<file path="src/lift_pressure_pkg.sv">
// Constants and types shared by the lift pressure fault monitor.
// Assumes a 10 MHz system clock and digitised inputs in uA, mV and PSI.
package lift_pressure_pkg;

  // ----------------------------------------------------------------
  // Timebase
  // ----------------------------------------------------------------
  localparam int CLK_PERIOD_NS = 100;
  localparam int MS_NS = 1000000;
  localparam int CYCLES_PER_MS = (MS_NS + CLK_PERIOD_NS - 1) / CLK_PERIOD_NS;
  localparam int MS_CNT_W = 16;
  localparam int TIMER_W = 12;

  // ----------------------------------------------------------------
  // Persistence and indicator times, in ms
  // ----------------------------------------------------------------
  localparam int PERSIST_MS = 500;
  localparam int DECAY_MS = 3000;
  localparam int FLASH_ON_MS = 500;
  localparam int FLASH_OFF_MS = 500;
  localparam int FLASH_PAUSE_MS = 1500;

  // ----------------------------------------------------------------
  // Thresholds: currents in uA, voltages in mV, pressures in PSI
  // ----------------------------------------------------------------
  localparam int VAL_W = 16;
  localparam logic [15:0] CURRENT_LOW_UA = 16'h0DAC;
  localparam logic [15:0] CURRENT_HIGH_UA = 16'h55F0;
  localparam logic [15:0] VOLT_LOW_MV = 16'h00FA;
  localparam logic [15:0] VOLT_HIGH_MV = 16'h128E;
  localparam logic [15:0] DISAGREE_PSI = 16'h004B;
  localparam logic [15:0] DECAY_PSI = 16'h0032;

  // ----------------------------------------------------------------
  // Fault slots and their trouble codes (BCD)
  // ----------------------------------------------------------------
  localparam int NUM_FAULTS = 8;
  localparam int F_PRI_HIGH = 0;
  localparam int F_PRI_LOW = 1;
  localparam int F_BAK_HIGH = 2;
  localparam int F_BAK_LOW = 3;
  localparam int F_DISAGREE = 4;
  localparam int F_ROD_HIGH = 5;
  localparam int F_ROD_LOW = 6;
  localparam int F_ROD_DECAY = 7;
  localparam logic [15:0] CODE_NONE = 16'h0000;
  localparam logic [15:0] FAULT_CODE [NUM_FAULTS] = '{
    16'h8523, 16'h8524, 16'h8525, 16'h8526,
    16'h8527, 16'h8528, 16'h8529, 16'h8532
  };

  typedef enum {FL_IDLE, FL_ON, FL_OFF, FL_PAUSE} flash_state_t;

endpackage

</file>
<file path="src/flash_sequencer.sv">
// Fault lamp sequencer: first digit flashes, pause, second digit, pause.
// Assumes digits are stable while active and tick is a 1 ms pulse.
`timescale 1ns/100ps
module flash_sequencer #(
  parameter int ON_MS = lift_pressure_pkg::FLASH_ON_MS,
  parameter int OFF_MS = lift_pressure_pkg::FLASH_OFF_MS,
  parameter int PAUSE_MS = lift_pressure_pkg::FLASH_PAUSE_MS
) (
  // Clock and reset
  input wire logic ref_clk,
  input wire logic rst,
  // Timebase
  input wire logic tick,
  // Code to show
  input wire logic active,
  input wire logic [3:0] first_digit,
  input wire logic [3:0] second_digit,
  // Lamp
  output logic lamp
);

  localparam int TW = lift_pressure_pkg::TIMER_W;

  typedef struct packed {
    lift_pressure_pkg::flash_state_t state;
    logic [3:0] digit2;
    logic [3:0] left;
    logic second;
    logic [TW-1:0] time_ms;
    logic lamp;
  } flash_reg_t;

  flash_reg_t st;
  flash_reg_t next_st;

  // Phase end on this tick
  function automatic logic phase_done(input logic [TW-1:0] t, input int lim);
    phase_done = (t + 1'b1) >= TW'(lim);
  endfunction

  always_comb begin
    next_st = st;
    if (!active) begin
      next_st.state = lift_pressure_pkg::FL_IDLE;
      next_st.lamp = 1'b0;
      next_st.time_ms = '0;
    end else begin
      case (st.state)
        lift_pressure_pkg::FL_IDLE: begin
          next_st.digit2 = second_digit;
          next_st.left = first_digit;
          next_st.second = 1'b0;
          next_st.time_ms = '0;
          if (first_digit != 4'h0) begin
            next_st.state = lift_pressure_pkg::FL_ON;
            next_st.lamp = 1'b1;
          end else begin
            next_st.state = lift_pressure_pkg::FL_PAUSE;
          end
        end
        lift_pressure_pkg::FL_ON: begin
          if (tick) begin
            next_st.time_ms = st.time_ms + 1'b1;
            if (phase_done(st.time_ms, ON_MS)) begin
              next_st.time_ms = '0;
              next_st.lamp = 1'b0;
              next_st.left = st.left - 1'b1;
              if (st.left == 4'h1) begin
                next_st.state = lift_pressure_pkg::FL_PAUSE;
              end else begin
                next_st.state = lift_pressure_pkg::FL_OFF;
              end
            end
          end
        end
        lift_pressure_pkg::FL_OFF: begin
          if (tick) begin
            next_st.time_ms = st.time_ms + 1'b1;
            if (phase_done(st.time_ms, OFF_MS)) begin
              next_st.time_ms = '0;
              next_st.lamp = 1'b1;
              next_st.state = lift_pressure_pkg::FL_ON;
            end
          end
        end
        lift_pressure_pkg::FL_PAUSE: begin
          if (tick) begin
            next_st.time_ms = st.time_ms + 1'b1;
            if (phase_done(st.time_ms, PAUSE_MS)) begin
              next_st.time_ms = '0;
              if (!st.second && st.digit2 != 4'h0) begin
                next_st.second = 1'b1;
                next_st.left = st.digit2;
                next_st.lamp = 1'b1;
                next_st.state = lift_pressure_pkg::FL_ON;
              end else begin
                next_st.state = lift_pressure_pkg::FL_IDLE;
              end
            end
          end
        end
        default: begin
          next_st.state = lift_pressure_pkg::FL_IDLE;
          next_st.lamp = 1'b0;
        end
      endcase
    end
  end

  always_ff @(posedge ref_clk) begin
    if (rst) begin
      st <= '{state: lift_pressure_pkg::FL_IDLE, default: '0};
    end else begin
      st <= next_st;
    end
  end

  assign lamp = st.lamp;

endmodule

</file>
<file path="src/lift_pressure_fault_monitor.sv">
// Lift cylinder pressure transducer supervisor with flash-code lamp.
// Assumes converted analog samples on ref_clk (uA, mV, PSI) and motion
// status levels arriving from outside the clock domain.
//
// Notes on behaviour
// - Primary head current under 3.5 mA for 500 ms raises the primary low fault.
// - Primary head voltage under 0.25 V for 500 ms also raises the primary low fault.
// - Backup head current over 22.0 mA or voltage over 4.75 V for 500 ms raises backup high.
// - Backup head current under 3.5 mA or voltage under 0.25 V for 500 ms raises backup low.
// - Primary and backup head pressures differing by over 75 PSI for 500 ms is a fault.
// - Rod voltage above 4.75 V for 500 ms raises the rod high fault.
// - Rod voltage below 0.25 V for 500 ms raises the rod low fault.
// - Rod pressure not under 50 PSI within 3000 ms raises the rod decay fault.
// - The decay check only runs while driving, lifting and steering are all off.
// - The lamp flashes the first code digit, pauses, flashes the second, pauses.
// - The lamp sequence repeats while a fault is active and stops once it clears.
// - The full trouble code goes only to the diagnostic port; the lamp shows two digits.
// - Primary head current above 22.0 mA for 500 ms raises the primary high fault.
`timescale 1ns/100ps
module lift_pressure_fault_monitor #(
  parameter int CYCLES_PER_MS = lift_pressure_pkg::CYCLES_PER_MS,
  parameter int PERSIST_MS = lift_pressure_pkg::PERSIST_MS,
  parameter int DECAY_MS = lift_pressure_pkg::DECAY_MS,
  parameter int FLASH_ON_MS = lift_pressure_pkg::FLASH_ON_MS,
  parameter int FLASH_OFF_MS = lift_pressure_pkg::FLASH_OFF_MS,
  parameter int FLASH_PAUSE_MS = lift_pressure_pkg::FLASH_PAUSE_MS
) (
  // Clock and reset
  input wire logic ref_clk,
  input wire logic rst,
  // Head pressure channels
  input wire logic [15:0] primary_head_current_in,
  input wire logic [15:0] primary_head_voltage_in,
  input wire logic [15:0] backup_head_current_in,
  input wire logic [15:0] backup_head_voltage_in,
  input wire logic [15:0] primary_head_psi,
  input wire logic [15:0] backup_head_psi,
  // Rod pressure channel
  input wire logic [15:0] rod_pressure_voltage_in,
  input wire logic [15:0] rod_psi,
  // Machine motion status, asynchronous
  input wire logic driving,
  input wire logic lifting,
  input wire logic steering,
  // Indicator and diagnostic tool
  output logic system_fault_lamp,
  output logic [15:0] diag_code,
  output logic diag_valid,
  output logic [7:0] fault_active
);

  localparam int NF = lift_pressure_pkg::NUM_FAULTS;
  localparam int MW = lift_pressure_pkg::MS_CNT_W;
  localparam logic [MW-1:0] MS_LAST = MW'(CYCLES_PER_MS - 1);

  // ----------------------------------------------------------------
  // Helpers
  // ----------------------------------------------------------------
  function automatic logic below(input logic [15:0] v, input logic [15:0] lim);
    below = v < lim;
  endfunction

  function automatic logic above(input logic [15:0] v, input logic [15:0] lim);
    above = v > lim;
  endfunction

  function automatic logic [15:0] abs_diff(input logic [15:0] a, input logic [15:0] b);
    abs_diff = (a > b) ? (a - b) : (b - a);
  endfunction

  // Three-stage synchroniser step with agreement filter
  function automatic logic [3:0] sync_step(input logic [3:0] s, input logic pin);
    logic [3:0] r;
    r = {s[3], s[1], s[0], pin};
    if (s[1] == s[2]) begin
      r[3] = s[2];
    end
    sync_step = r;
  endfunction

  // ----------------------------------------------------------------
  // State
  // ----------------------------------------------------------------
  typedef struct packed {
    logic [3:0] drive_sync;
    logic [3:0] lift_sync;
    logic [3:0] steer_sync;
    logic [MW-1:0] ms_cnt;
    logic tick;
    logic [NF-1:0] fault;
    logic [15:0] code;
    logic code_valid;
  } monitor_state_t;

  monitor_state_t st;
  monitor_state_t next_st;
  logic [NF-1:0] cond;
  logic [NF-1:0] hit;
  logic machine_idle;
  logic [15:0] pick_code;
  logic lamp;

  // ----------------------------------------------------------------
  // Fault conditions
  // ----------------------------------------------------------------
  assign machine_idle = !st.drive_sync[3] && !st.lift_sync[3] && !st.steer_sync[3];

  always_comb begin
    cond = '0;
    cond[lift_pressure_pkg::F_PRI_HIGH] =
      above(primary_head_current_in, lift_pressure_pkg::CURRENT_HIGH_UA)
      || above(primary_head_voltage_in, lift_pressure_pkg::VOLT_HIGH_MV);
    cond[lift_pressure_pkg::F_PRI_LOW] =
      below(primary_head_current_in, lift_pressure_pkg::CURRENT_LOW_UA)
      || below(primary_head_voltage_in, lift_pressure_pkg::VOLT_LOW_MV);
    cond[lift_pressure_pkg::F_BAK_HIGH] =
      above(backup_head_current_in, lift_pressure_pkg::CURRENT_HIGH_UA)
      || above(backup_head_voltage_in, lift_pressure_pkg::VOLT_HIGH_MV);
    cond[lift_pressure_pkg::F_BAK_LOW] =
      below(backup_head_current_in, lift_pressure_pkg::CURRENT_LOW_UA)
      || below(backup_head_voltage_in, lift_pressure_pkg::VOLT_LOW_MV);
    cond[lift_pressure_pkg::F_DISAGREE] =
      above(abs_diff(primary_head_psi, backup_head_psi),
            lift_pressure_pkg::DISAGREE_PSI);
    cond[lift_pressure_pkg::F_ROD_HIGH] =
      above(rod_pressure_voltage_in, lift_pressure_pkg::VOLT_HIGH_MV);
    cond[lift_pressure_pkg::F_ROD_LOW] =
      below(rod_pressure_voltage_in, lift_pressure_pkg::VOLT_LOW_MV);
    cond[lift_pressure_pkg::F_ROD_DECAY] = machine_idle
      && !below(rod_psi, lift_pressure_pkg::DECAY_PSI);
  end

  // ----------------------------------------------------------------
  // Persistence timers
  // ----------------------------------------------------------------
  for (genvar i = 0; i < NF; i++) begin : g_persist
    persist_timer #(
      .LIMIT((i == lift_pressure_pkg::F_ROD_DECAY) ? DECAY_MS : PERSIST_MS)
    ) u_persist (
      .ref_clk(ref_clk),
      .rst(rst),
      .tick(st.tick),
      .cond(cond[i]),
      .hit(hit[i])
    );
  end

  // ----------------------------------------------------------------
  // Code selection: highest active code
  // ----------------------------------------------------------------
  always_comb begin
    pick_code = lift_pressure_pkg::CODE_NONE;
    for (int i = 0; i < NF; i++) begin
      if (st.fault[i]) begin
        pick_code = lift_pressure_pkg::FAULT_CODE[i];
      end
    end
  end

  // ----------------------------------------------------------------
  // Next state
  // ----------------------------------------------------------------
  always_comb begin
    next_st = st;
    next_st.drive_sync = sync_step(st.drive_sync, driving);
    next_st.lift_sync = sync_step(st.lift_sync, lifting);
    next_st.steer_sync = sync_step(st.steer_sync, steering);
    next_st.tick = 1'b0;
    if (st.ms_cnt == MS_LAST) begin
      next_st.ms_cnt = '0;
      next_st.tick = 1'b1;
    end else begin
      next_st.ms_cnt = st.ms_cnt + 1'b1;
    end
    next_st.fault = hit;
    next_st.code = pick_code;
    next_st.code_valid = |st.fault;
  end

  always_ff @(posedge ref_clk) begin
    if (rst) begin
      st <= '0;
    end else begin
      st <= next_st;
    end
  end

  // ----------------------------------------------------------------
  // Lamp: leading two digits only
  // ----------------------------------------------------------------
  flash_sequencer #(
    .ON_MS(FLASH_ON_MS),
    .OFF_MS(FLASH_OFF_MS),
    .PAUSE_MS(FLASH_PAUSE_MS)
  ) u_flash (
    .ref_clk(ref_clk),
    .rst(rst),
    .tick(st.tick),
    .active(st.code_valid),
    .first_digit(st.code[15:12]),
    .second_digit(st.code[11:8]),
    .lamp(lamp)
  );

  assign system_fault_lamp = lamp;
  assign diag_code = st.code;
  assign diag_valid = st.code_valid;
  assign fault_active = st.fault;

endmodule

</file>
<file path="src/persist_timer.sv">
// Persistence qualifier: hit rises once cond has held a full LIMIT ms.
// Assumes tick is a one-cycle pulse per millisecond on the same clock.
`timescale 1ns/100ps
module persist_timer #(
  parameter int LIMIT = lift_pressure_pkg::PERSIST_MS
) (
  // Clock and reset
  input wire logic ref_clk,
  input wire logic rst,
  // Timebase and condition
  input wire logic tick,
  input wire logic cond,
  // Qualified result
  output logic hit
);

  typedef struct packed {
    logic [lift_pressure_pkg::TIMER_W-1:0] cnt;
    logic hit;
  } persist_state_t;

  // One tick beyond the limit, so the first partial ms never counts
  localparam logic [lift_pressure_pkg::TIMER_W-1:0] LIM =
    lift_pressure_pkg::TIMER_W'(LIMIT + 1);

  persist_state_t st;
  persist_state_t next_st;

  always_comb begin
    next_st = st;
    if (!cond) begin
      next_st.cnt = '0;
      next_st.hit = 1'b0;
    end else if (tick && st.cnt != LIM) begin
      next_st.cnt = st.cnt + 1'b1;
    end
    if (cond && next_st.cnt == LIM) begin
      next_st.hit = 1'b1;
    end
  end

  always_ff @(posedge ref_clk) begin
    if (rst) begin
      st <= '0;
    end else begin
      st <= next_st;
    end
  end

  assign hit = st.hit;

endmodule

</file>
<file path="config.mk">
export PLATFORM = sky130hd
export DESIGN_NAME = lift_pressure_fault_monitor
export DESIGN_NICKNAME = d
export VERILOG_FILES = /design/src/lift_pressure_pkg.sv /design/src/flash_sequencer.sv /design/src/lift_pressure_fault_monitor.sv /design/src/persist_timer.sv
export SDC_FILE = /design/constraint.sdc
export NUM_CORES = 1
export LEC_CHECK = 0
export BUFFER_PORTS_ARGS = -buffer_cell sky130_fd_sc_hd__buf_2
export CAP_MARGIN = 20
export CORE_MARGIN = 2
export CORE_UTILIZATION = 63
export CTS_CLUSTER_SIZE = 24
export DETAILED_ROUTE_END_ITERATION = 7
export PLACE_DENSITY_LB_ADDON = 0.12
export SETUP_SLACK_MARGIN = 0.5
export SYNTH_ARGS = -nofsm -noshare
export SYNTH_HDL_FRONTEND = slang
export SYNTH_SLANG_ARGS = --single-unit
</file>
<file path="constraint.sdc">
create_clock -name ref_clk -period 5 [get_ports ref_clk]
set_clock_uncertainty 0.2 [all_clocks]
set_input_delay 0.5 -clock ref_clk [delete_from_list [all_inputs] [get_ports ref_clk]]
set_output_delay 0.5 -clock ref_clk [all_outputs]
set_load 0.02 [all_outputs]
</file>
Word level (Yosys, flattened, before mapping)
Index checks and enable logic that the tools add are counted.
{"block": "word_totals", "register_bits": 212, "output_inout_bits": 26, "inputBits": 133, "word_cells": 219}
{"block": "op_classes", "n_bitwise": 1, "n_reduce_logical": 47, "n_addsub": 13, "n_mux": 67, "magnitude_cmp": 15, "n_eq_ne": 40}
{"op": "12-bit two-way mux", "n": 16}
{"op": "32-bit two-way mux", "n": 6}
{"op": "16-bit two-way mux", "n": 9}
{"op": "32-bit case mux with 4 select lines", "n": 1}
{"op": "12-bit by 1-bit adder with 12-bit output, second input constant", "n": 9}
{"op": "12-bit by 9-bit == test with 1-bit output, second input constant", "n": 7}
{"op": "12-bit by 9-bit inequality test with 1-bit output, second input constant", "n": 7}
{"op": "32-bit by 2-bit == test with 1-bit output, second input constant", "n": 2}
{"op": "13-bit two-way mux", "n": 4}
{"op": "16-bit by 13-bit greater-than comparator with 1-bit output, second input constant", "n": 3}
{"op": "16-bit by 8-bit < comparator with 1-bit output, second input constant", "n": 3}
{"op": "12-bit case mux with 4 select lines", "n": 1}
{"op": "18-bit two-way mux", "n": 2}
{"op": "32-bit by 1-bit == test with 1-bit output, second input constant", "n": 1}
{"op": "16-bit by 15-bit greater-than comparator with 1-bit output, second input constant", "n": 2}
{"op": "32-bit zero test", "n": 1}
{"op": "16-bit by 12-bit < comparator with 1-bit output, second input constant", "n": 2}
{"op": "16-bit subtractor", "n": 2}
{"op": "2-bit inequality test, second input constant", "n": 11}
{"op": "1-bit two-way mux", "n": 21}
{"op": "1-bit logical AND", "n": 20}
{"op": "16-bit by 1-bit adder with 16-bit output, second input constant", "n": 1}
{"op": "16-bit by 14-bit == test with 1-bit output, second input constant", "n": 1}
{"op": "16-bit greater-than comparator", "n": 1}
{"op": "31 further kinds", "n": 50}

Longest topological paths before layout
{"block": "depth", "depth_word": 8, "mapped_depth": 14, "depth_no_buf": 13}

By module
A second synthesis with hierarchy kept.
{"block": "hier_totals", "cells_unflattened": 1472, "hier_area_um2": 12021.5}
{"module": "persist_timer (g_persist[0].u_persist ...)", "area_each_um2": 793.3, "instances": 7, "seq_area_each_um2": 260.2, "cells_per_inst": 94}
{"module": "lift_pressure_fault_monitor", "area_each_um2": 3873.7, "instances": 1, "seq_area_each_um2": 880.8, "cells_per_inst": 510}
{"module": "flash_sequencer", "area_each_um2": 1833.0, "instances": 1, "seq_area_each_um2": 480.5, "cells_per_inst": 220}
{"module": "persist_timer (g_persist[7].u_persist)", "area_each_um2": 762.0, "instances": 1, "seq_area_each_um2": 260.2, "cells_per_inst": 84}

Worst setup path after synthesis
OpenSTA, ideal clock, no wires.
{"block": "synth_path", "path_kind": "input to register", "from": "in primary_head_psi[0]", "to": "reg g_persist[4].u_persist.st, in the netlist g_persist[4].u_persist.hit", "setup_time_ns": 0.136, "setup_slack_ns": 1.469, "required_time_ns": 4.664, "cell_stages": 14, "t_arrival_ns": 3.195, "n_path_buf": 2, "cell_sequence": "inv_1 -> ha_1 -> fa_1 -> nand2b_1 -> a211oi_2 -> nor4_1 -> or2_1 -> buf_6 -> nor4_2 -> a311oi_1 -> or4_4 -> nor3_4 -> buf_6 -> nor3_2"}
{"block": "synth_between", "elab_chain_len": 7, "elab_cells_between_ends": 10, "cone_classes": "add/sub (2); order compare (2); eq/ne (2); mux (3); reduce/logical (1)"}
{"item": "start, declared", "line": "lift_pressure_fault_monitor.sv:36", "text": "input wire logic [15:0] primary_head_psi,"}
{"item": "16-bit subtractor / 16-bit greater-than comparator (equally long branches)", "line": "lift_pressure_fault_monitor.sv:68", "text": "abs_diff = (a > b) ? (a - b) : (b - a);"}
{"item": "16-bit two-way mux *", "line": "lift_pressure_fault_monitor.sv:68"}
{"item": "16-bit by 7-bit greater-than comparator with 1-bit output *", "line": "lift_pressure_fault_monitor.sv:64", "text": "above = v > lim;"}
{"item": "12-bit two-way mux", "line": "persist_timer.sv:31", "text": "if (!cond) begin"}
{"item": "12-bit by 9-bit == test with 1-bit output", "line": "persist_timer.sv:37", "text": "if (cond && next_st.cnt == LIM) begin"}
{"item": "1-bit logical AND", "line": "persist_timer.sv:37"}
{"item": "2-bit inequality test (no source line) / 1-bit two-way mux (equally long branches)"}
{"item": "end signal, assigned", "line": "persist_timer.sv:46", "text": "st <= next_st;"}
{"item": "end, declared", "line": "persist_timer.sv:26", "text": "persist_state_t st;"}
Mark *: on every way between the ends. The rest lies on a longest branch, timed or not.
A chain may end at the register's enable or synchronous reset.

Worst setup path in the final report
{"block": "layout_path", "from": "in primary_head_psi[0]", "to": "reg g_persist[4].u_persist.st[4] (netlist bit)"}
{"block": "layout_between", "elab_chain_len": 4, "elab_cells_between_ends": 6, "cone_classes": "add/sub (2); order compare (2); mux (2)"}
{"item": "16-bit subtractor / 16-bit greater-than comparator (equally long branches)", "line": "lift_pressure_fault_monitor.sv:68"}
{"item": "16-bit two-way mux *", "line": "lift_pressure_fault_monitor.sv:68"}
{"item": "16-bit by 7-bit greater-than comparator with 1-bit output *", "line": "lift_pressure_fault_monitor.sv:64"}
{"item": "12-bit two-way mux *", "line": "persist_timer.sv:31"}
Marks and branches as above.

==> metrics.txt <==
register area share after synthesis=31.7%; CTS clk-pin slew, worst paths=70 ps; port bufs=150; CTS resizes=0; Crit. End Element=flip-flop; final period utilization=between 70% and 80%; asr flop ratio synth=0%; Initial Util=between 60% and 70%; drt wl/cell=between 10 and 15 um; Nets=1672; post-synth top area share=31.7%; multi-input logic area=about 6600 um^2; max_cap viols=0; Distinct cells, synth=between 80 and 90; Routed WL=23.7 mm; DRC=0; power per cell area=250 nW/um^2; min cycle time layout=3740 ps; smallest hold slack=about 76 ps; routability cong.=approximately 0.93; synthesized area=around 11000 um^2; vias=9871; gr ovfl total=0; Synth area leader=dfxtp_1; final hold violations=0; CTS root buffer=clkbuf_16; status=finished clean; DRT antenna net count=0; RSZ-0062 raised after global routing=no; reg2reg start=u_flash.st[1]; crit path cell chain=buf_2 > inv_1 > ha_1 > fa_1 > nand2b_1 > a211oi_2 > nor4_1 > or2_1 > nor4_2 > a311oi_1 > or4_4 > nor3_4 > nor3_1; Reg2Reg Depth=9; critical path arrival=3830 ps; Core Region=roughly 17000 um^2; Die Y=roughly 130 um; # IOs=159; Seq cells post-synth=169; post-CTS setup buffers=0; worst r2r dst=u_flash.st[4]; CTS Sinks=169; Primary FF master, synth=dfxtp_1; H-tree depth=4; Crit Path Class=input pin to flip-flop; FMAX=between 0.2 and 0.3 GHz; vias in the first global route=a little under 9k; slew of the pin with the lowest slew margin=~1100 ps; type of the worst min-delay path=input pin to flip-flop; Slowest cell on crit path=nor3_4; LEAKAGE=roughly 0.0047 uW; Syn Area/Cell=7.77 um^2; clk buf depth=2; GR Util All Layers=approximately 26%; hold path depth=2; Synth warnings=0; worst vdd ir=approximately 0.00027 V; CTS tree=done; CTS Buf Count=17; DR iter-0 viols=about 550; HPWL after DPL=approximately 17 mm; First-pass DRT Iterations=5; Largest stage delay, worst path=570 ps; Area Growth Syn to Fin=12.0%; Reg2Reg Setup Slack=1450 ps; Setup TNS Final=0 ps; Syn Inst Count=1373; first-pass GRT wire length=between 30 and 40 mm; largest net degree at the start of global routing=38; worst path required time=5080 ps; die area=18000 um^2; antenna violations before repair=0; Fillers=roughly 1.4k; final setup fails=0; die width=between 100 and 150 um; synth top area cells=dfxtp_1 (32%), nor2_1 (6.9%), ha_1 (6.1%), xor2_1 (5.7%), nand2_1 (4.2%); diode count=0; Hold EP=next_st[47]; Pins Over Slew Limit=0; Hold Crit Start=lifting; Vias/cell=5.75; register area=3380 um^2; Std-Cell Rows=47; Post-synth EDFFs=0; Worst slew margin=a little over a quarter; crit start category=input pin; cts hold-fix bufs=0; later-pin clock latency in the skew report=430 ps; Worst Path Max Fanout=13; share of layout cells above drive strength 1=14.9%
-- sequential cells by signal, summed over array words and instances (netlist names) --
| name | flops |
|---|---|
| next_st | 6 |
| st | 23 |
| fault_active | 8 |
| g_persist.u_persist.hit | 8 |
| g_persist.u_persist.st | 96 |
| u_flash.lamp | 1 |
| diag_valid | 1 |
| diag_code | 6 |
| u_flash.st | 20 |
-- worst max-delay path: cells and delay by family --
kind	cells	cell delay, ps
AND/OR/NAND/NOR	7	2180
AO/OA/AOI/OAI	2	420
buffers and inverters	2	130
adder cells (fa/ha/maj)	2	610
-- power breakdown --
group / switching, uW / internal [uW]
Combinational: 211 / 142
Sequential: 2.58 / 1350
Clock: 612 / 665
Total: 826 / 2160
-- routing by layer --
metal,track usage (%),up-vias,wire [um]
met5,0,-,0
met4,6.67,0,255
met1,33.4,4557,11100
li1,-,5058,-
met3,4.50,27,1010
met2,44.6,229,11300
-- cell usage after synthesis (9+ instances only) --
| master | count |
|---|---|
| a21o_1 | 11 |
| a21oi_1 | 69 |
| a31oi_1 | 22 |
| and3_1 | 19 |
| buf_4 | 27 |
| clkbuf_1 | 31 |
| dfxtp_1 | 169 |
| ha_1 | 52 |
| inv_1 | 76 |
| nand2_1 | 120 |
| nand2b_1 | 15 |
| nand3_1 | 46 |
| nand4_1 | 48 |
| nor2_1 | 197 |
| nor2b_1 | 27 |
| nor3_1 | 45 |
| nor3_2 | 9 |
| nor3b_1 | 13 |
| nor4_1 | 22 |
| o211ai_1 | 9 |
| o21ai_0 | 60 |
| o22ai_1 | 9 |
| or3_1 | 20 |
| xnor2_1 | 36 |
| xor2_1 | 69 |
-- stage by stage --
stage	util [%]	total power (uW)	area (um^2)	setup WS (ps)	instances
global placement	68.5	1730	11400	898	1685
global route	72.0	3090	11900	1010	1718
finish	72.0	2980	11900	1260	1718
floorplan	-	1630	10700	1470	1379
detailed placement	68.5	1730	11400	857	1685
CTS	72.0	3000	11900	1270	1717
-- final cells by class --
| cell class | count | share of cell area [%] |
|---|---|---|
| well taps | 220 | 2.31 |
| clock buffers | 17 | 3.56 |
| inverters | 77 | 2.42 |
| clock inverters | 15 | 1.30 |
| repair buffers | 155 | 6.58 |
| multi-input cells | 1065 | 55.5 |
| flip-flops and latches | 169 | 28.3 |
-- logic make-up (layout without fill, tap and decap cells) --
kind of cell,Yosys count,in the layout,share of synthesized area [%]
AOI/OAI and AO/OA,272,272,16.9
xor gates and xnor gates,105,105,8.62
and+or+nand+nor,617,617,29.0
buffers and inverters,145,264,6.35
other,1,7,0.0352
muxes,9,9,0.856
DFF,169,169,31.7
adders and majority gates,55,55,6.57
-- worst max-delay path by stage --
stage	end	slack, ps	from	cells past startpoint
floorplan	g_persist[4].u_persist.hit	1470	primary_head_psi[0]	14
global placement	g_persist[4].u_persist.st[1]	900	primary_head_psi[0]	13
detailed placement	g_persist[4].u_persist.st[4]	860	primary_head_psi[0]	13
CTS	g_persist[4].u_persist.st[4]	1270	primary_head_psi[0]	13
global route	g_persist[4].u_persist.st[4]	1010	primary_head_psi[0]	13
finish	g_persist[4].u_persist.st[4]	1260	primary_head_psi[0]	13
-- placed cells by master (no fill, tap or decap), types with 6 or more instances in the layout --
cell,synthesis,final
nor2_1,197,197
dfxtp_1,169,169
buf_2,7,150
nand2_1,120,120
inv_1,76,76
a21oi_1,69,69
xor2_1,69,69
o21ai_0,60,60
ha_1,52,52
nand4_1,48,48
nand3_1,46,46
nor3_1,45,45
xnor2_1,36,36
nor2b_1,27,27
nor4_1,22,22
a31oi_1,22,22
or3_1,20,20
and3_1,19,19
clkbuf_16,0,17
nand2b_1,15,15
nor3b_1,13,13
a21o_1,11,11
o211ai_1,9,9
o22ai_1,9,9
nor3_2,9,9
o21a_1,8,8
mux2i_1,8,8
o31ai_1,7,7
or4_1,7,7
conb_1,1,7
nor4b_1,6,6
a21boi_0,6,6
(Power assumes the default switching activity.)
